$ cat src/inc/ioexp_pkg.sv
// Purpose: Shared constants and types for the I2C port expander slave
// Assumes: 50 MHz system clock, bus lines sampled and synchronised
// Notes: All state of the slave travels in one packed struct

package ioexp_pkg;

  // ----------------------------------------
  // Register indices (low three pointer bits)
  // ----------------------------------------
  localparam logic [2:0] IOEXP_REG_IN0 = 3'h0;   // Input port 0, read only
  localparam logic [2:0] IOEXP_REG_IN1 = 3'h1;   // Input port 1, read only
  localparam logic [2:0] IOEXP_REG_OUT0 = 3'h2;  // Output port 0
  localparam logic [2:0] IOEXP_REG_OUT1 = 3'h3;  // Output port 1
  localparam logic [2:0] IOEXP_REG_POL0 = 3'h4;  // Polarity inversion 0
  localparam logic [2:0] IOEXP_REG_POL1 = 3'h5;  // Polarity inversion 1
  localparam logic [2:0] IOEXP_REG_CFG0 = 3'h6;  // Direction 0
  localparam logic [2:0] IOEXP_REG_CFG1 = 3'h7;  // Direction 1

  // ----------------------------------------
  // Values after reset
  // ----------------------------------------
  localparam logic [15:0] IOEXP_OUT_RST = 16'hFFFF;  // Outputs high
  localparam logic [15:0] IOEXP_POL_RST = 16'h0000;  // No inversion
  localparam logic [15:0] IOEXP_CFG_RST = 16'hFFFF;  // All pins inputs
  localparam logic [7:0] IOEXP_PTR_RST = 8'h00;      // Points at input port 0

  // ----------------------------------------
  // Bus framing and counts
  // ----------------------------------------
  localparam logic [3:0] IOEXP_BITS_PER_BYTE = 4'h8;  // Bits per byte
  localparam logic [1:0] IOEXP_WARM_DONE = 2'h3;      // Cycles to fill pin synchronisers
  // Fixed upper address nibble; value is arbitrary
  localparam logic [3:0] IOEXP_ADDR_HI = 4'h4;

  // ----------------------------------------
  // Types
  // ----------------------------------------
  typedef enum logic [4:0]
  {
    ST_IDLE = 5'h01,  // Not addressed
    ST_RX = 5'h02,    // Shifting a byte in
    ST_ACK = 5'h04,   // Own acknowledge bit
    ST_TX = 5'h08,    // Shifting a byte out
    ST_MACK = 5'h10   // Master acknowledge bit
  } ioexp_state_t;

  typedef enum logic [1:0]
  {
    PH_ADDR = 2'h0,  // Expecting the address byte
    PH_CMD = 2'h1,   // Expecting the command byte
    PH_DATA = 2'h2   // Expecting data bytes
  } ioexp_phase_t;

  typedef struct packed
  {
    logic scl_s1;            // Synchroniser stage 1
    logic scl_s2;            // Synchroniser stage 2
    logic scl_d;             // Previous sampled level
    logic sda_s1;
    logic sda_s2;
    logic sda_d;
    logic [15:0] port_s1;    // Pin synchroniser stage 1
    logic [15:0] port_s2;    // Pin synchroniser stage 2
    logic [2:0] strap_s1;    // Strap synchroniser stage 1
    logic [2:0] strap_s2;    // Strap synchroniser stage 2
    ioexp_state_t state;     // Bus state
    ioexp_phase_t phase;     // Which byte is expected
    logic [3:0] bitcnt;      // Bits moved in this byte
    logic [7:0] shift;       // Shift register
    logic rw;                // Direction bit of the address
    logic macked;            // Master acknowledged last byte
    logic [7:0] ptr;         // Pointer register
    logic [2:0] tx_reg;      // Register now being sent
    logic [15:0] out_reg;    // Output latches
    logic [15:0] pol_reg;    // Polarity inversion
    logic [15:0] cfg_reg;    // Direction, 1 = input
    logic [15:0] snap;       // Pin levels as last read
    logic [1:0] warm;        // Start-up counter
    logic sda_oe_n;          // Low pulls SDA low
    logic alert_oe_n;        // Low pulls the alert line low
    logic drive_lo;          // Level driven on open-drain pins
  } ioexp_regs_t;

endpackage : ioexp_pkg

$ cat src/verilog/ioexp_slave.sv
// Purpose: I2C slave of a 16-bit port expander with change alert
// Assumes: SCL and SDA are oversampled by the 50 MHz clock
// Notes: Open-drain pins appear as level, drive value and enable

`timescale 1ns/1ps

// How it works
// - Input pin edge asserts the alert
// - Alert drops on pin return or port read
// - Read clears alert at ACK SCL rise
// - Change during ACK pulse may vanish
// - Changes after clearing raise alert again
// - Output pins never raise the alert
// - Output-to-input switch may give false alert
// - Command loads pointer; data hits selected register
// - Pointer toggles within pair after each data byte
// - Unlimited write bytes, other registers untouched
// - Transmit byte captured at ACK falling edge
// - Read selected first, then alternate, unlimited
// - Pointer keeps alternation across a restart
// - STOP anytime; data and pointer stay valid
// - Reset restores registers and bus machine
// - Low three pointer bits pick one register
// - Direction 1 is input, reset all ones
// - Polarity bit inverts reported input level
// - Input register writes ignored, pointer advances
module ioexp_slave
(
  // Clock and reset
  input wire logic i_clk,
  input wire logic i_rst,
  // I2C bus
  input wire logic i_scl,
  input wire logic i_sda,
  output logic o_sda,
  output logic o_sda_oe_n,
  // Address straps
  input wire logic i_addr_strap_0,
  input wire logic i_addr_strap_1,
  input wire logic i_addr_strap_2,
  // Port pins
  input wire logic [15:0] i_port,
  output logic [15:0] o_port,
  output logic [15:0] o_port_oe_n,
  // Change alert, open drain
  input wire logic i_alert,
  output logic o_alert,
  output logic o_alert_oe_n
);
  import ioexp_pkg::*;

  // ----------------------------------------
  // State
  // ----------------------------------------
  ioexp_regs_t r_reg;   // Registered state
  ioexp_regs_t r_next;  // Next state

  // ----------------------------------------
  // Register read mux
  // ----------------------------------------
  // Input registers show live pins through the polarity mask
  function automatic logic [7:0] rd_byte(input ioexp_regs_t s, input logic [2:0] idx);
    logic [15:0] inv;
    inv = s.port_s2 ^ s.pol_reg;
    case (idx)
      IOEXP_REG_IN0: rd_byte = inv[7:0];
      IOEXP_REG_IN1: rd_byte = inv[15:8];
      IOEXP_REG_OUT0: rd_byte = s.out_reg[7:0];
      IOEXP_REG_OUT1: rd_byte = s.out_reg[15:8];
      IOEXP_REG_POL0: rd_byte = s.pol_reg[7:0];
      IOEXP_REG_POL1: rd_byte = s.pol_reg[15:8];
      IOEXP_REG_CFG0: rd_byte = s.cfg_reg[7:0];
      default: rd_byte = s.cfg_reg[15:8];
    endcase
  endfunction : rd_byte

  // ----------------------------------------
  // Next-state logic
  // ----------------------------------------
  // Bus events are found from synchronised levels only
  always_comb
  begin
    logic scl_rise;
    logic scl_fall;
    logic start_cond;
    logic stop_cond;
    logic addr_hit;
    logic [15:0] changed;
    scl_rise = 1'b0;
    scl_fall = 1'b0;
    start_cond = 1'b0;
    stop_cond = 1'b0;
    addr_hit = 1'b0;
    changed = 16'h0000;
    r_next = r_reg;

    // Synchronisers: stage 1 feeds stage 2 only
    r_next.scl_s1 = i_scl;
    r_next.scl_s2 = r_reg.scl_s1;
    r_next.scl_d = r_reg.scl_s2;
    r_next.sda_s1 = i_sda;
    r_next.sda_s2 = r_reg.sda_s1;
    r_next.sda_d = r_reg.sda_s2;
    r_next.port_s1 = i_port;
    r_next.port_s2 = r_reg.port_s1;
    r_next.strap_s1 = {i_addr_strap_2, i_addr_strap_1, i_addr_strap_0};
    r_next.strap_s2 = r_reg.strap_s1;
    r_next.drive_lo = 1'b0;

    // Edge and condition detection on stage 2 and its delay
    scl_rise = r_reg.scl_s2 & ~r_reg.scl_d;
    scl_fall = ~r_reg.scl_s2 & r_reg.scl_d;
    start_cond = r_reg.scl_s2 & r_reg.scl_d & r_reg.sda_d & ~r_reg.sda_s2;
    stop_cond = r_reg.scl_s2 & r_reg.scl_d & ~r_reg.sda_d & r_reg.sda_s2;
    addr_hit = (r_reg.shift[7:1] == {IOEXP_ADDR_HI, r_reg.strap_s2});

    // Bus machine; start and stop override any state
    if (start_cond)
    begin
      // Also a restart; pointer is left as it stands
      r_next.state = ST_RX;
      r_next.phase = PH_ADDR;
      r_next.bitcnt = 4'h0;
      r_next.sda_oe_n = 1'b1;
    end
    else if (stop_cond)
    begin
      // Pointer and registers stay as they are
      r_next.state = ST_IDLE;
      r_next.sda_oe_n = 1'b1;
    end
    else
    begin
      case (r_reg.state)
        ST_IDLE:
        begin
          // Wait for a start; bus idle is the master's concern
          r_next.sda_oe_n = 1'b1;
        end
        ST_RX:
        begin
          if (scl_rise)
          begin
            // Sample data while SCL is high
            r_next.shift = {r_reg.shift[6:0], r_reg.sda_s2};
            r_next.bitcnt = r_reg.bitcnt + 4'h1;
          end
          else if (scl_fall && r_reg.bitcnt == IOEXP_BITS_PER_BYTE)
          begin
            r_next.state = ST_ACK;
            r_next.sda_oe_n = 1'b0;
            case (r_reg.phase)
              PH_ADDR:
              begin
                // Direction bit picks write or read
                r_next.rw = r_reg.shift[0];
                if (!addr_hit)
                begin
                  // Not ours: stay off the bus
                  r_next.state = ST_IDLE;
                  r_next.sda_oe_n = 1'b1;
                end
              end
              PH_CMD:
              begin
                r_next.ptr = r_reg.shift;
              end
              default:
              begin
                // Store into the selected register only
                case (r_reg.ptr[2:0])
                  IOEXP_REG_OUT0: r_next.out_reg[7:0] = r_reg.shift;
                  IOEXP_REG_OUT1: r_next.out_reg[15:8] = r_reg.shift;
                  IOEXP_REG_POL0: r_next.pol_reg[7:0] = r_reg.shift;
                  IOEXP_REG_POL1: r_next.pol_reg[15:8] = r_reg.shift;
                  IOEXP_REG_CFG0: r_next.cfg_reg[7:0] = r_reg.shift;
                  IOEXP_REG_CFG1: r_next.cfg_reg[15:8] = r_reg.shift;
                  default: r_next.ptr = r_reg.ptr;  // Input regs ignore writes
                endcase
                // Toggle within the pair, input pair too
                r_next.ptr[0] = ~r_reg.ptr[0];
              end
            endcase
          end
        end
        ST_ACK:
        begin
          if (scl_fall)
          begin
            r_next.bitcnt = 4'h0;
            if (r_reg.phase == PH_ADDR && r_reg.rw)
            begin
              // Capture first byte at the ACK falling edge
              r_next.state = ST_TX;
              r_next.tx_reg = r_reg.ptr[2:0];
              r_next.shift = rd_byte(r_reg, r_reg.ptr[2:0]);
              r_next.sda_oe_n = r_next.shift[7];
              r_next.ptr[0] = ~r_reg.ptr[0];
            end
            else
            begin
              r_next.state = ST_RX;
              r_next.sda_oe_n = 1'b1;
              if (r_reg.phase == PH_ADDR)
              begin
                r_next.phase = PH_CMD;
              end
              else
              begin
                r_next.phase = PH_DATA;
              end
            end
          end
        end
        ST_TX:
        begin
          if (scl_rise)
          begin
            r_next.bitcnt = r_reg.bitcnt + 4'h1;
          end
          else if (scl_fall)
          begin
            if (r_reg.bitcnt == IOEXP_BITS_PER_BYTE)
            begin
              // Release SDA for the master's acknowledge
              r_next.state = ST_MACK;
              r_next.sda_oe_n = 1'b1;
            end
            else
            begin
              r_next.shift = {r_reg.shift[6:0], 1'b0};
              r_next.sda_oe_n = r_reg.shift[6];
            end
          end
        end
        ST_MACK:
        begin
          if (scl_rise)
          begin
            r_next.macked = ~r_reg.sda_s2;
            // Clear alert of the port just read
            // A pin change in this very cycle is absorbed
            if (r_reg.tx_reg == IOEXP_REG_IN0)
            begin
              r_next.snap[7:0] = r_reg.port_s2[7:0];
            end
            else if (r_reg.tx_reg == IOEXP_REG_IN1)
            begin
              r_next.snap[15:8] = r_reg.port_s2[15:8];
            end
          end
          else if (scl_fall)
          begin
            r_next.bitcnt = 4'h0;
            if (r_reg.macked)
            begin
              // Next byte from the other register of the pair
              r_next.state = ST_TX;
              r_next.tx_reg = r_reg.ptr[2:0];
              r_next.shift = rd_byte(r_reg, r_reg.ptr[2:0]);
              r_next.sda_oe_n = r_next.shift[7];
              r_next.ptr[0] = ~r_reg.ptr[0];
            end
            else
            begin
              // NACK ends the read
              r_next.state = ST_IDLE;
              r_next.sda_oe_n = 1'b1;
            end
          end
        end
        default:
        begin
          r_next.state = ST_IDLE;
          r_next.sda_oe_n = 1'b1;
        end
      endcase
    end

    // Change alert; snapshot is taken once the pin synchronisers hold data
    if (r_reg.warm != IOEXP_WARM_DONE)
    begin
      r_next.warm = r_reg.warm + 2'h1;
      r_next.snap = r_reg.port_s2;
      r_next.alert_oe_n = 1'b1;
    end
    else
    begin
      // Only pins set as inputs count
      // Comparing with the stored value means a pin that returns releases
      // the line, a re-armed pin alerts again, and a pin turned into an
      // input with a different level alerts at once
      changed = (r_reg.port_s2 ^ r_reg.snap) & r_reg.cfg_reg;
      r_next.alert_oe_n = ~(|changed);
    end
  end

  // ----------------------------------------
  // State register
  // ----------------------------------------
  // Synchronous reset puts every field to its default
  always_ff @(posedge i_clk)
  begin
    if (i_rst)
    begin
      r_reg <= '0;
      r_reg.scl_s1 <= 1'b1;
      r_reg.scl_s2 <= 1'b1;
      r_reg.scl_d <= 1'b1;
      r_reg.sda_s1 <= 1'b1;
      r_reg.sda_s2 <= 1'b1;
      r_reg.sda_d <= 1'b1;
      r_reg.state <= ST_IDLE;
      r_reg.phase <= PH_ADDR;
      r_reg.ptr <= IOEXP_PTR_RST;
      r_reg.out_reg <= IOEXP_OUT_RST;
      r_reg.pol_reg <= IOEXP_POL_RST;
      r_reg.cfg_reg <= IOEXP_CFG_RST;
      r_reg.sda_oe_n <= 1'b1;
      r_reg.alert_oe_n <= 1'b1;
    end
    else
    begin
      r_reg <= r_next;
    end
  end

  // ----------------------------------------
  // Outputs, all straight from flops
  // ----------------------------------------
  assign o_sda = r_reg.drive_lo;
  assign o_sda_oe_n = r_reg.sda_oe_n;
  assign o_port = r_reg.out_reg;
  assign o_port_oe_n = r_reg.cfg_reg;  // Direction 1 floats the pin
  assign o_alert = r_reg.drive_lo;
  assign o_alert_oe_n = r_reg.alert_oe_n;

endmodule : ioexp_slave

$ cat config.mk
export PLATFORM = sky130hd
export DESIGN_NAME = ioexp_slave
export DESIGN_NICKNAME = d
export VERILOG_FILES = /design/src/inc/ioexp_pkg.sv /design/src/verilog/ioexp_slave.sv
export SDC_FILE = /design/constraint.sdc
export NUM_CORES = 1
export LEC_CHECK = 0
export BUFFER_PORTS_ARGS = -buffer_cell sky130_fd_sc_hd__buf_2
export CORE_UTILIZATION = 55
export CTS_CLUSTER_SIZE = 8
export DETAILED_ROUTE_END_ITERATION = 10
export PLACE_DENSITY = 0.82
export SETUP_SLACK_MARGIN = 0.4
export SLEW_MARGIN = 30
export SYNTH_ARGS = -nofsm -noshare
export SYNTH_HDL_FRONTEND = slang
export SYNTH_SLANG_ARGS = --single-unit
$ cat constraint.sdc
create_clock -name i_clk -period 3.9 [get_ports i_clk]
set_input_delay 0.78 -clock i_clk [delete_from_list [all_inputs] [get_ports i_clk]]
set_output_delay 0.78 -clock i_clk [all_outputs]
set_load 0.01 [all_outputs]
==> results of run 1 <==
-- cell usage in the layout (no fill, tap or decap), types with 7 or more instances in the layout --
cell type / n
dfxtp_1: 139
nor2b_1: 50
and2_1: 9
o21ai_1: 8
o21ai_0: 29
nor2_1: 55
nand2_1: 96
nor3_1: 7
clkbuf_16: 17
o211ai_1: 7
a21oi_1: 36
mux2i_1: 55
buf_4: 7
nand2b_1: 15
nand3_1: 11
xnor2_1: 11
xor2_1: 25
buf_2: 56
inv_1: 8
a22oi_1: 13
a31oi_1: 7
or2_2: 7
-- cell families after synthesis --
| kind of cell | share of synthesized area |
|---|---|
| other | 0.000558 |
| xor gates and xnor gates | 0.0469 |
| adders and majority gates | 0.00559 |
| DFF | 0.414 |
| AOI/OAI and AO/OA | 0.143 |
| buffers and inverters | 0.0892 |
| muxes | 0.0886 |
| and+or+nand+nor | 0.212 |
-- metal layers --
metal	track usage	vias to the layer above	share of wire
met5	0	-	0
met4	0.115	0	0.021
met3	0.0680	29	0.085
met2	0.401	243	0.44
met1	0.351	2454	0.45
li1	-	2549	-
-- worst max path at each step --
stage	to	slack, ns	cells past startpoint	start
after floorplan	r_reg[96]$_SDFFE_PP1P_	1.90	6	r_reg[86]$_SDFFE_PP0P_
after global placement	o_port[15]$_SDFFE_PP1P_	1.51	6	r_next[142]$_SDFF_PP1_
after detailed placement	o_sda_oe_n$_SDFFE_PP1P_	1.44	6	r_reg[74]$_SDFFE_PP0P_
after CTS	o_port_oe_n[7]$_SDFFE_PP1P_	1.44	6	r_next[142]$_SDFF_PP1_
after global routing	o_port[12]$_SDFFE_PP1P_	1.26	6	r_next[142]$_SDFF_PP1_
final	o_sda_oe_n$_SDFFE_PP1P_	1.37	6	r_reg[74]$_SDFFE_PP0P_
-- layout make-up --
cell class,count,area [um^2]
timing repair buffer,63,333
sequential,139,2780
tap,147,184
clock buffer,19,443
multi-input combinational,523,3340
inverter,9,33.8
fill,991,4660
clock inverter,13,189
-- worst max-delay path, stage by stage, from the launching register on --
cell and delay, ns:
dfxtp_1 0.80, inv_1 0.30, a221o_1 0.33, a221oi_1 0.57, o21ai_1 0.14, nor3_1 0.17, a21oi_1 0.06
-- power by group through the flow --
stage	registers, mW	logic [mW]	clock network (mW)
3_5_place_dp	1.52	0.171	0
6_report	1.49	0.173	1.72
2_1_floorplan	1.50	0.150	0
5_1_grt	1.49	0.191	1.80
3_3_place_gp	1.51	0.165	0
4_1_cts	1.48	0.173	1.73
-- cell usage after synthesis (6+ instances only) --
master and number:
a21oi_1 36, a22oi_1 13, a31oi_1 7, and2_1 9, buf_2 10, buf_4 34
buf_6 6, clkbuf_1 23, dfxtp_1 139, inv_1 8, mux2i_1 55, nand2_1 96
nand2b_1 15, nand3_1 11, nor2_1 55, nor2b_1 50, nor3_1 7, o211ai_1 7
o21ai_0 29, o21ai_1 8, or2_2 7, xnor2_1 11, xor2_1 25
==> impl_metrics.ini, run 1 <==
[setup_path]
r2r-start = r_reg[74]$_SDFFE_PP0P_
critPathArrivalTime_ns = 2.81
rrSetupSlack_ns = 1.37
critPathKind = reg -> reg
r2r-end = o_sda_oe_n$_SDFFE_PP1P_
reg2reg_depth = 6
crit_path_end_kind = register
required_ns = 4.18
crit_path_start_kind = register
crit_path_max_fanout = 19

[place]
hpwl_mm = 11.0
io_buffers = 56
dpl_worst_slack_ns = 1.44
gp_congestion = 0.901
dp.cells = 881
placed_cell_area_um2 = 6670

[pwr]
peakVddDrop_mv = 0.391
power.density_nw_per_um2 = 463
leakage_nw = 2.98
p_switching_mw = 0.753
power.total_mw = 3.38
power_switching_share = 0.223
p_int_mw = 2.63
pwr-share-seq = 0.440
combPwrFrac = 0.051
p_clk_frac = 0.509

[clock_tree]
cts_resized = 0
clk_path_buf_depth = 2
cts_htree_levels = 4
path_clk_slew_ns = 0.06
root_buffer = clkbuf_16
holdBufCountCts = 0
cts_buffers = 17
tritoncts = yes
cts_sinks = 139
clk_latency_ns = 0.43
cts_setup_buffers = 0

[drt]
drt_iter0_markers = 462
wl_per_cell_um = 17.4
drcViolationCount = 1
drt_wl_total_mm = 15.9
vias_per_cell = 5.78
via_count = 5275
final_antenna_net_count = 0
drt-pass1-iter-count = 8

[timing]
hold_violations = 0
relSlewSlack = 0.410
slew_violations = 0
finalSetupTns_ns = 0
grt_setup_unrepaired = no
finalWorstSetupSlack_ns = 1.37
finalCriticalPeriod_ns = 2.53
setup_viol_count_final = 0
worst_slew_pin_slew_ns = 0.885
finalCritPeriodShare = 0.647
skew_ns = 0.00868
holdWs_ns = 0.406
fmax_mhz = 396

[hold_path]
hold_depth = 1
hold_path.class = reg -> reg
worst_hold_startpoint = r_next[143]$_SDFF_PP1_
holdPathEnd = r_next[142]$_SDFF_PP1_

[grt]
grt_usage = 0.262
grt_pass1_wl_mm = 25.5
grt_remaining_overflow = 0
grt_max_degree = 91
first_global_vias = 4953
antenna_found_initial = 0

[logic_synthesis]
ys_top_cells_by_area = dfxtp_1 41%, mux2i_1 8.2%, nand2_1 5.4%
synth_edf_count = 0
syn_inst = 751
synthDistinctLibCells = 76
seq_area_frac_synth = 0.414
yosys.area.top_type = dfxtp_1
yosysTopAreaCellShare = 0.414
syn-cell-area_um2 = 6720
ys_ff_latch = 139
yosys_warnings = 0
avgSynthCellArea_um2 = 8.95
synthArstFlopShare = 0
synth_flop_cell = dfxtp_1

[flow_run]
drv_cap = 0

[run_status]
violations = DRC
status = finished with violations

[floorplan]
core-area_um2 = 12000
die_y_um = 113
rows = 40
start_util = 0.562
dieArea_um2 = 12700
io_pins = 60
die_w_um = 113

[finish]
drive_gt1_frac = 0.154
utilization = 0.611
instances_no_fill = 913
largest_reg_flops = 82
diodes = 0
fin_nets = 780
stdcell_area_um2 = 7310
syn_to_final_growth_pct = 8.73
Note: power is estimated with default switching activity, not from simulation.
==> run 2, diff against run 1 <==
clock period = 2.45 ns   (was 3.9 ns; I/O delays follow)
==> run 2 against run 1 <==
Cell count grew 3.1%; hold slack lost 0.15 ns; largest cell class unchanged; sequential share of layout area shrank 1.2 points; largest power group unchanged; critical path type unchanged; the run still ends with DRC left.
==> impl_metrics.ini, run 2 (synthesized netlist as in run 1, its figures left out) <==
[run_status]
status = finished with violations
violations = DRC

[clock_tree]
root_buffer = clkbuf_16
cts_htree_levels = 4
clk_latency_ns = 0.42
holdBufCountCts = 0
clk_path_buf_depth = 2
tritoncts = yes
cts_sinks = 139
cts_buffers = 17
path_clk_slew_ns = 0.06

[timing]
hold_violations = 0
skew_ns = 0.00870
finalSetupTns_ns = 0
finalCriticalPeriod_ns = 2.00
finalCritPeriodShare = 0.816
slew_violations = 0
worst_slew_pin_slew_ns = 0.609
setup_viol_count_final = 0
grt_setup_unrepaired = no
relSlewSlack = 0.591
fmax_mhz = 500

[floorplan]
die_y_um = 113
core-area_um2 = 12000
rows = 40
dieArea_um2 = 12700
die_w_um = 113
io_pins = 60
start_util = 0.562

[setup_path]
cp_slowest_cell = or4b_1
crit_end = r_reg[96]$_SDFFE_PP1P_
reg2reg_depth = 5
critPathArrivalTime_ns = 2.30
slowest_delay_ns = 0.56
crit_path_start_kind = register
path_cells = or4b_1 -> o41a_1 -> a21oi_2 -> a311oi_1 -> a221o_1
crit_path_max_fanout = 2
critPathKind = reg -> reg
crit_path_end_kind = register
crit_buf_inv = 0
cp_top_family = compound AO/OA/AOI/OAI gates
r2r-start = r_reg[86]$_SDFFE_PP0P_
rrSetupSlack_ns = 0.45
worstSetupStartpoint = r_reg[86]$_SDFFE_PP0P_
crit_cells = 5
r2r-end = r_reg[96]$_SDFFE_PP1P_
required_ns = 2.76

[finish]
largest_reg_flops = 82
multi_input_area_um2 = 3400
seqCellArea_um2 = 2800
drive_gt1_frac = 0.209
final_cell_mix = 131 x dfxtp_1, 96 x nand2_1, 56 x buf_2
fin_nets = 809
mostFrequentLayoutCell = dfxtp_1
diodes = 0
final.fill_count = 958
syn_to_final_growth_pct = 12.8

[drt]
vias_per_cell = 5.80
drt-pass1-iter-count = 8
drcViolationCount = 1
via_count = 5454
final_antenna_net_count = 0
wl_per_cell_um = 17.1
drt_iter0_markers = 505
drt_wl_total_mm = 16.1

[hold_path]
hold_depth = 2
hold_path.class = in -> reg

[pwr]
power.density_nw_per_um2 = 690
leakage_nw = 3.13
power.total_mw = 5.23
peakVddDrop_mv = 0.469

[flow_run]
drv_cap = 0

[grt]
grt_usage = 0.268
grt_remaining_overflow = 0
grt_max_degree = 53
first_global_vias = 5104
grt_pass1_wl_mm = 26.1
antenna_found_initial = 0

[place]
hpwl_mm = 11.4
gp_congestion = 0.964
io_buffers = 56
-- run 2: worst min path at each step --
stage                                   endpoint  slack [ns]                    from
after floorplan           r_next[139]$_SDFF_PP1_        0.39  r_next[140]$_SDFF_PP1_
after global routing      r_next[143]$_SDFF_PP1_        0.26                   i_scl
final                     r_next[140]$_SDFF_PP1_        0.25                   i_sda
after global placement    r_next[142]$_SDFF_PP1_        0.40  r_next[143]$_SDFF_PP1_
after detailed placement  r_next[139]$_SDFF_PP1_        0.40  r_next[140]$_SDFF_PP1_
after CTS                 r_next[140]$_SDFF_PP1_        0.25                   i_sda
-- run 2: area by class of cell --
| type | count | area share |
|---|---|---|
| clock inverters | 13 | 0.0206 |
| well taps | 147 | 0.0243 |
| inverters | 9 | 0.00446 |
| multi-input cells | 523 | 0.448 |
| clock buffers | 18 | 0.0579 |
| flip-flops and latches | 139 | 0.369 |
| repair buffers | 92 | 0.0757 |
-- run 2: through the flow --
stage / hold slack (ns) / util / worst slack [ns] / area [um^2] / cells
2_1_floorplan: 0.389 / - / 0.447 / 6720 / 752
3_3_place_gp: 0.396 / 0.573 / 0.309 / 6850 / 905
3_5_place_dp: 0.402 / 0.573 / 0.199 / 6850 / 905
4_1_cts: 0.249 / 0.625 / 0.410 / 7480 / 937
5_1_grt: 0.255 / 0.634 / 0.400 / 7580 / 941
6_report: 0.255 / 0.634 / 0.451 / 7580 / 941
-- run 2: what timing repair did --
| action | 4_1_cts | 5_1_grt |
|---|---|---|
| resized for setup | 6 | 24 |
| endpoints found under the setup margin | 50 | 70 |
| pin swaps | 2 | 6 |
| setup buffers | 1 | 4 |
-- run 2: power by group --
part           switching, mW  total, mW  internal [mW]  leakage (nW)
clock network           1.02       2.57           1.55         0.292
registers             0.0453       2.36           2.31          1.14
logic                  0.160      0.300          0.140          1.71
-- run 2: routing by layer --
layer,wire length (um),track usage
met2,7120,0.407
met4,455,0.130
met1,7170,0.359
met3,1320,0.0648
met5,0,0
==> run 3, diff against run 2 <==
CORE_UTILIZATION = 54   (was 55)
PLACE_DENSITY = 0.83   (was 0.82)
clock period = 1.81 ns   (was 2.45 ns; I/O delays follow)
==> run 3 against run 2 <==
The run ends with setup timing left; critical path type unchanged; largest cell class unchanged; via count rose by 8.7%; clock power is 26% higher; cell count up 9.0%.
==> impl_metrics.ini, run 3 (synthesized netlist as in run 1, its figures left out) <==
[clock_tree]
clk_path_buf_depth = 2
cts_sinks = 139
clk_latency_ns = 0.43
cts_htree_levels = 4
tritoncts = yes
root_buffer = clkbuf_16
cts_buffers = 17
path_clk_slew_ns = 0.06
holdBufCountCts = 0

[finish]
largest_reg_flops = 82
final_cell_mix = 120 x dfxtp_1, 69 x nand2_1, 66 x buf_4
instances_no_fill = 1026
syn_to_final_growth_pct = 31.8
fin_nets = 872
drive_gt1_frac = 0.399
diodes = 0
mostFrequentLayoutCell = dfxtp_1

[drt]
wl_per_cell_um = 18.7
vias_per_cell = 5.78
via_count = 5926
drt_wl_total_mm = 19.1
final_antenna_net_count = 0
drt-pass1-iter-count = 5
drt_iter0_markers = 451
drcViolationCount = 0

[hold_path]
worst_hold_startpoint = i_sda
hold_path.class = in -> reg
holdPathEnd = r_next[140]$_SDFF_PP1_
hold_depth = 2

[timing]
finalWorstSetupSlack_ns = -0.114
skew_ns = 0.00823
hold_violations = 0
slew_violations = 0
fmax_mhz = 520
grt_setup_unrepaired = yes
finalCritPeriodShare = 1.06
setup_viol_count_final = 53
finalCriticalPeriod_ns = 1.92

[run_status]
violations = setup timing
status = finished with violations

[place]
gp_congestion = 0.952
dp.cells = 965
io_buffers = 56
dpl_worst_slack_ns = -0.147
hpwl_mm = 12.5

[floorplan]
die_w_um = 114
start_util = 0.557
die_y_um = 114
core-area_um2 = 12100
dieArea_um2 = 12900
rows = 40
io_pins = 60

[setup_path]
crit_buf_inv = 0
r2r-end = r_reg[96]$_SDFFE_PP1P_
reg2reg_depth = 5
rrSetupSlack_ns = -0.11
slowest_delay_ns = 0.53
cp_slowest_cell = or4b_4
cp_top_family = compound AO/OA/AOI/OAI gates
crit_path_end_kind = register
critPathKind = reg -> reg
path_cells = or4b_4 -> o41a_1 -> a21oi_2 -> a311oi_1 -> a221o_1
crit_path_max_fanout = 2
critPathArrivalTime_ns = 2.24
required_ns = 2.13
crit_path_start_kind = register
r2r-start = r_reg[86]$_SDFFE_PP0P_

[pwr]
peakVddDrop_mv = 0.777
power.density_nw_per_um2 = 789
leakage_nw = 3.66

[grt]
grt_max_degree = 52
grt_pass1_wl_mm = 28.9
grt_usage = 0.295
first_global_vias = 5651
grt_remaining_overflow = 0
antenna_found_initial = 0

[flow_run]
drv_cap = 0
[run 3: routing by layer]
layer / GRT usage / part of all wire / vias to the layer above
met4: 0.131 / 0.030 / 0
met1: 0.383 / 0.43 / 2844
met3: 0.0760 / 0.083 / 64
met2: 0.464 / 0.46 / 269
met5: 0 / 0 / -
li1: - / - / 2749
[run 3: power breakdown]
part / internal (mW) / total [mW] / leakage, nW / switching [mW]
registers: 3.13 / 3.19 / 1.13 / 0.0564
clock network: 1.80 / 3.25 / 0.272 / 1.45
logic: 0.267 / 0.548 / 2.26 / 0.281
total: 5.20 / 6.99 / 3.66 / 1.79
[run 3: area by class of cell]
type                       count  area (um^2)
clock buffer                  17          425
clock inverter                15          131
fill                         794         3210
inverter                       9         33.8
multi-input combinational    523         3990
sequential                   139         2820
tap                          168          210
timing repair buffer         155         1250
[run 3: worst max path at each step]
stage                              endpoint  slack [ns]                   start  cells after the start
floorplan            r_reg[96]$_SDFFE_PP1P_       -0.07  r_reg[86]$_SDFFE_PP0P_                      6
CTS                 o_port[15]$_SDFFE_PP1P_       -0.08  r_reg[90]$_SDFFE_PP0P_                      9
global route        o_port[13]$_SDFFE_PP1P_       -0.19  r_reg[90]$_SDFFE_PP0P_                      9
global placement    o_sda_oe_n$_SDFFE_PP1P_        -0.1  r_reg[72]$_SDFFE_PP0P_                      7
detailed placement   o_port[8]$_SDFFE_PP1P_       -0.15  r_reg[91]$_SDFFE_PP0P_                      9
finish               r_reg[96]$_SDFFE_PP1P_       -0.11  r_reg[86]$_SDFFE_PP0P_                      5
[run 3: through the flow]
| stage | power, mW | hold WS [ns] | cell area [um^2] | setup TNS, ns | utilization |
|---|---|---|---|---|---|
| CTS | 6.97 | 0.113 | 8450 | -0.874 | 0.700 |
| detailed placement | 3.72 | 0.402 | 7430 | -3.14 | 0.616 |
| global placement | 3.71 | 0.396 | 7430 | -1.37 | 0.616 |
| floorplan | 3.57 | 0.389 | 6920 | -1.48 | - |
| global route | 7.21 | 0.118 | 8860 | -8.18 | 0.734 |
| finish | 6.99 | 0.117 | 8860 | -3.35 | 0.734 |
[run 3: worst register-to-register path, delay by kind of cell, from the launching register on]
family	cells	cell delay [ns]
compound gates	4	0.98
flops	1	0.32
simple gates	1	0.53
[run 3: timing repair]
| action | CTS | global route |
|---|---|---|
| cloned | 1 | 0 |
| buffers inserted | 15 | 13 |
| endpoints found under the setup margin | 96 | 95 |
| gates resized for setup | 93 | 74 |
| pin swaps | 48 | 37 |
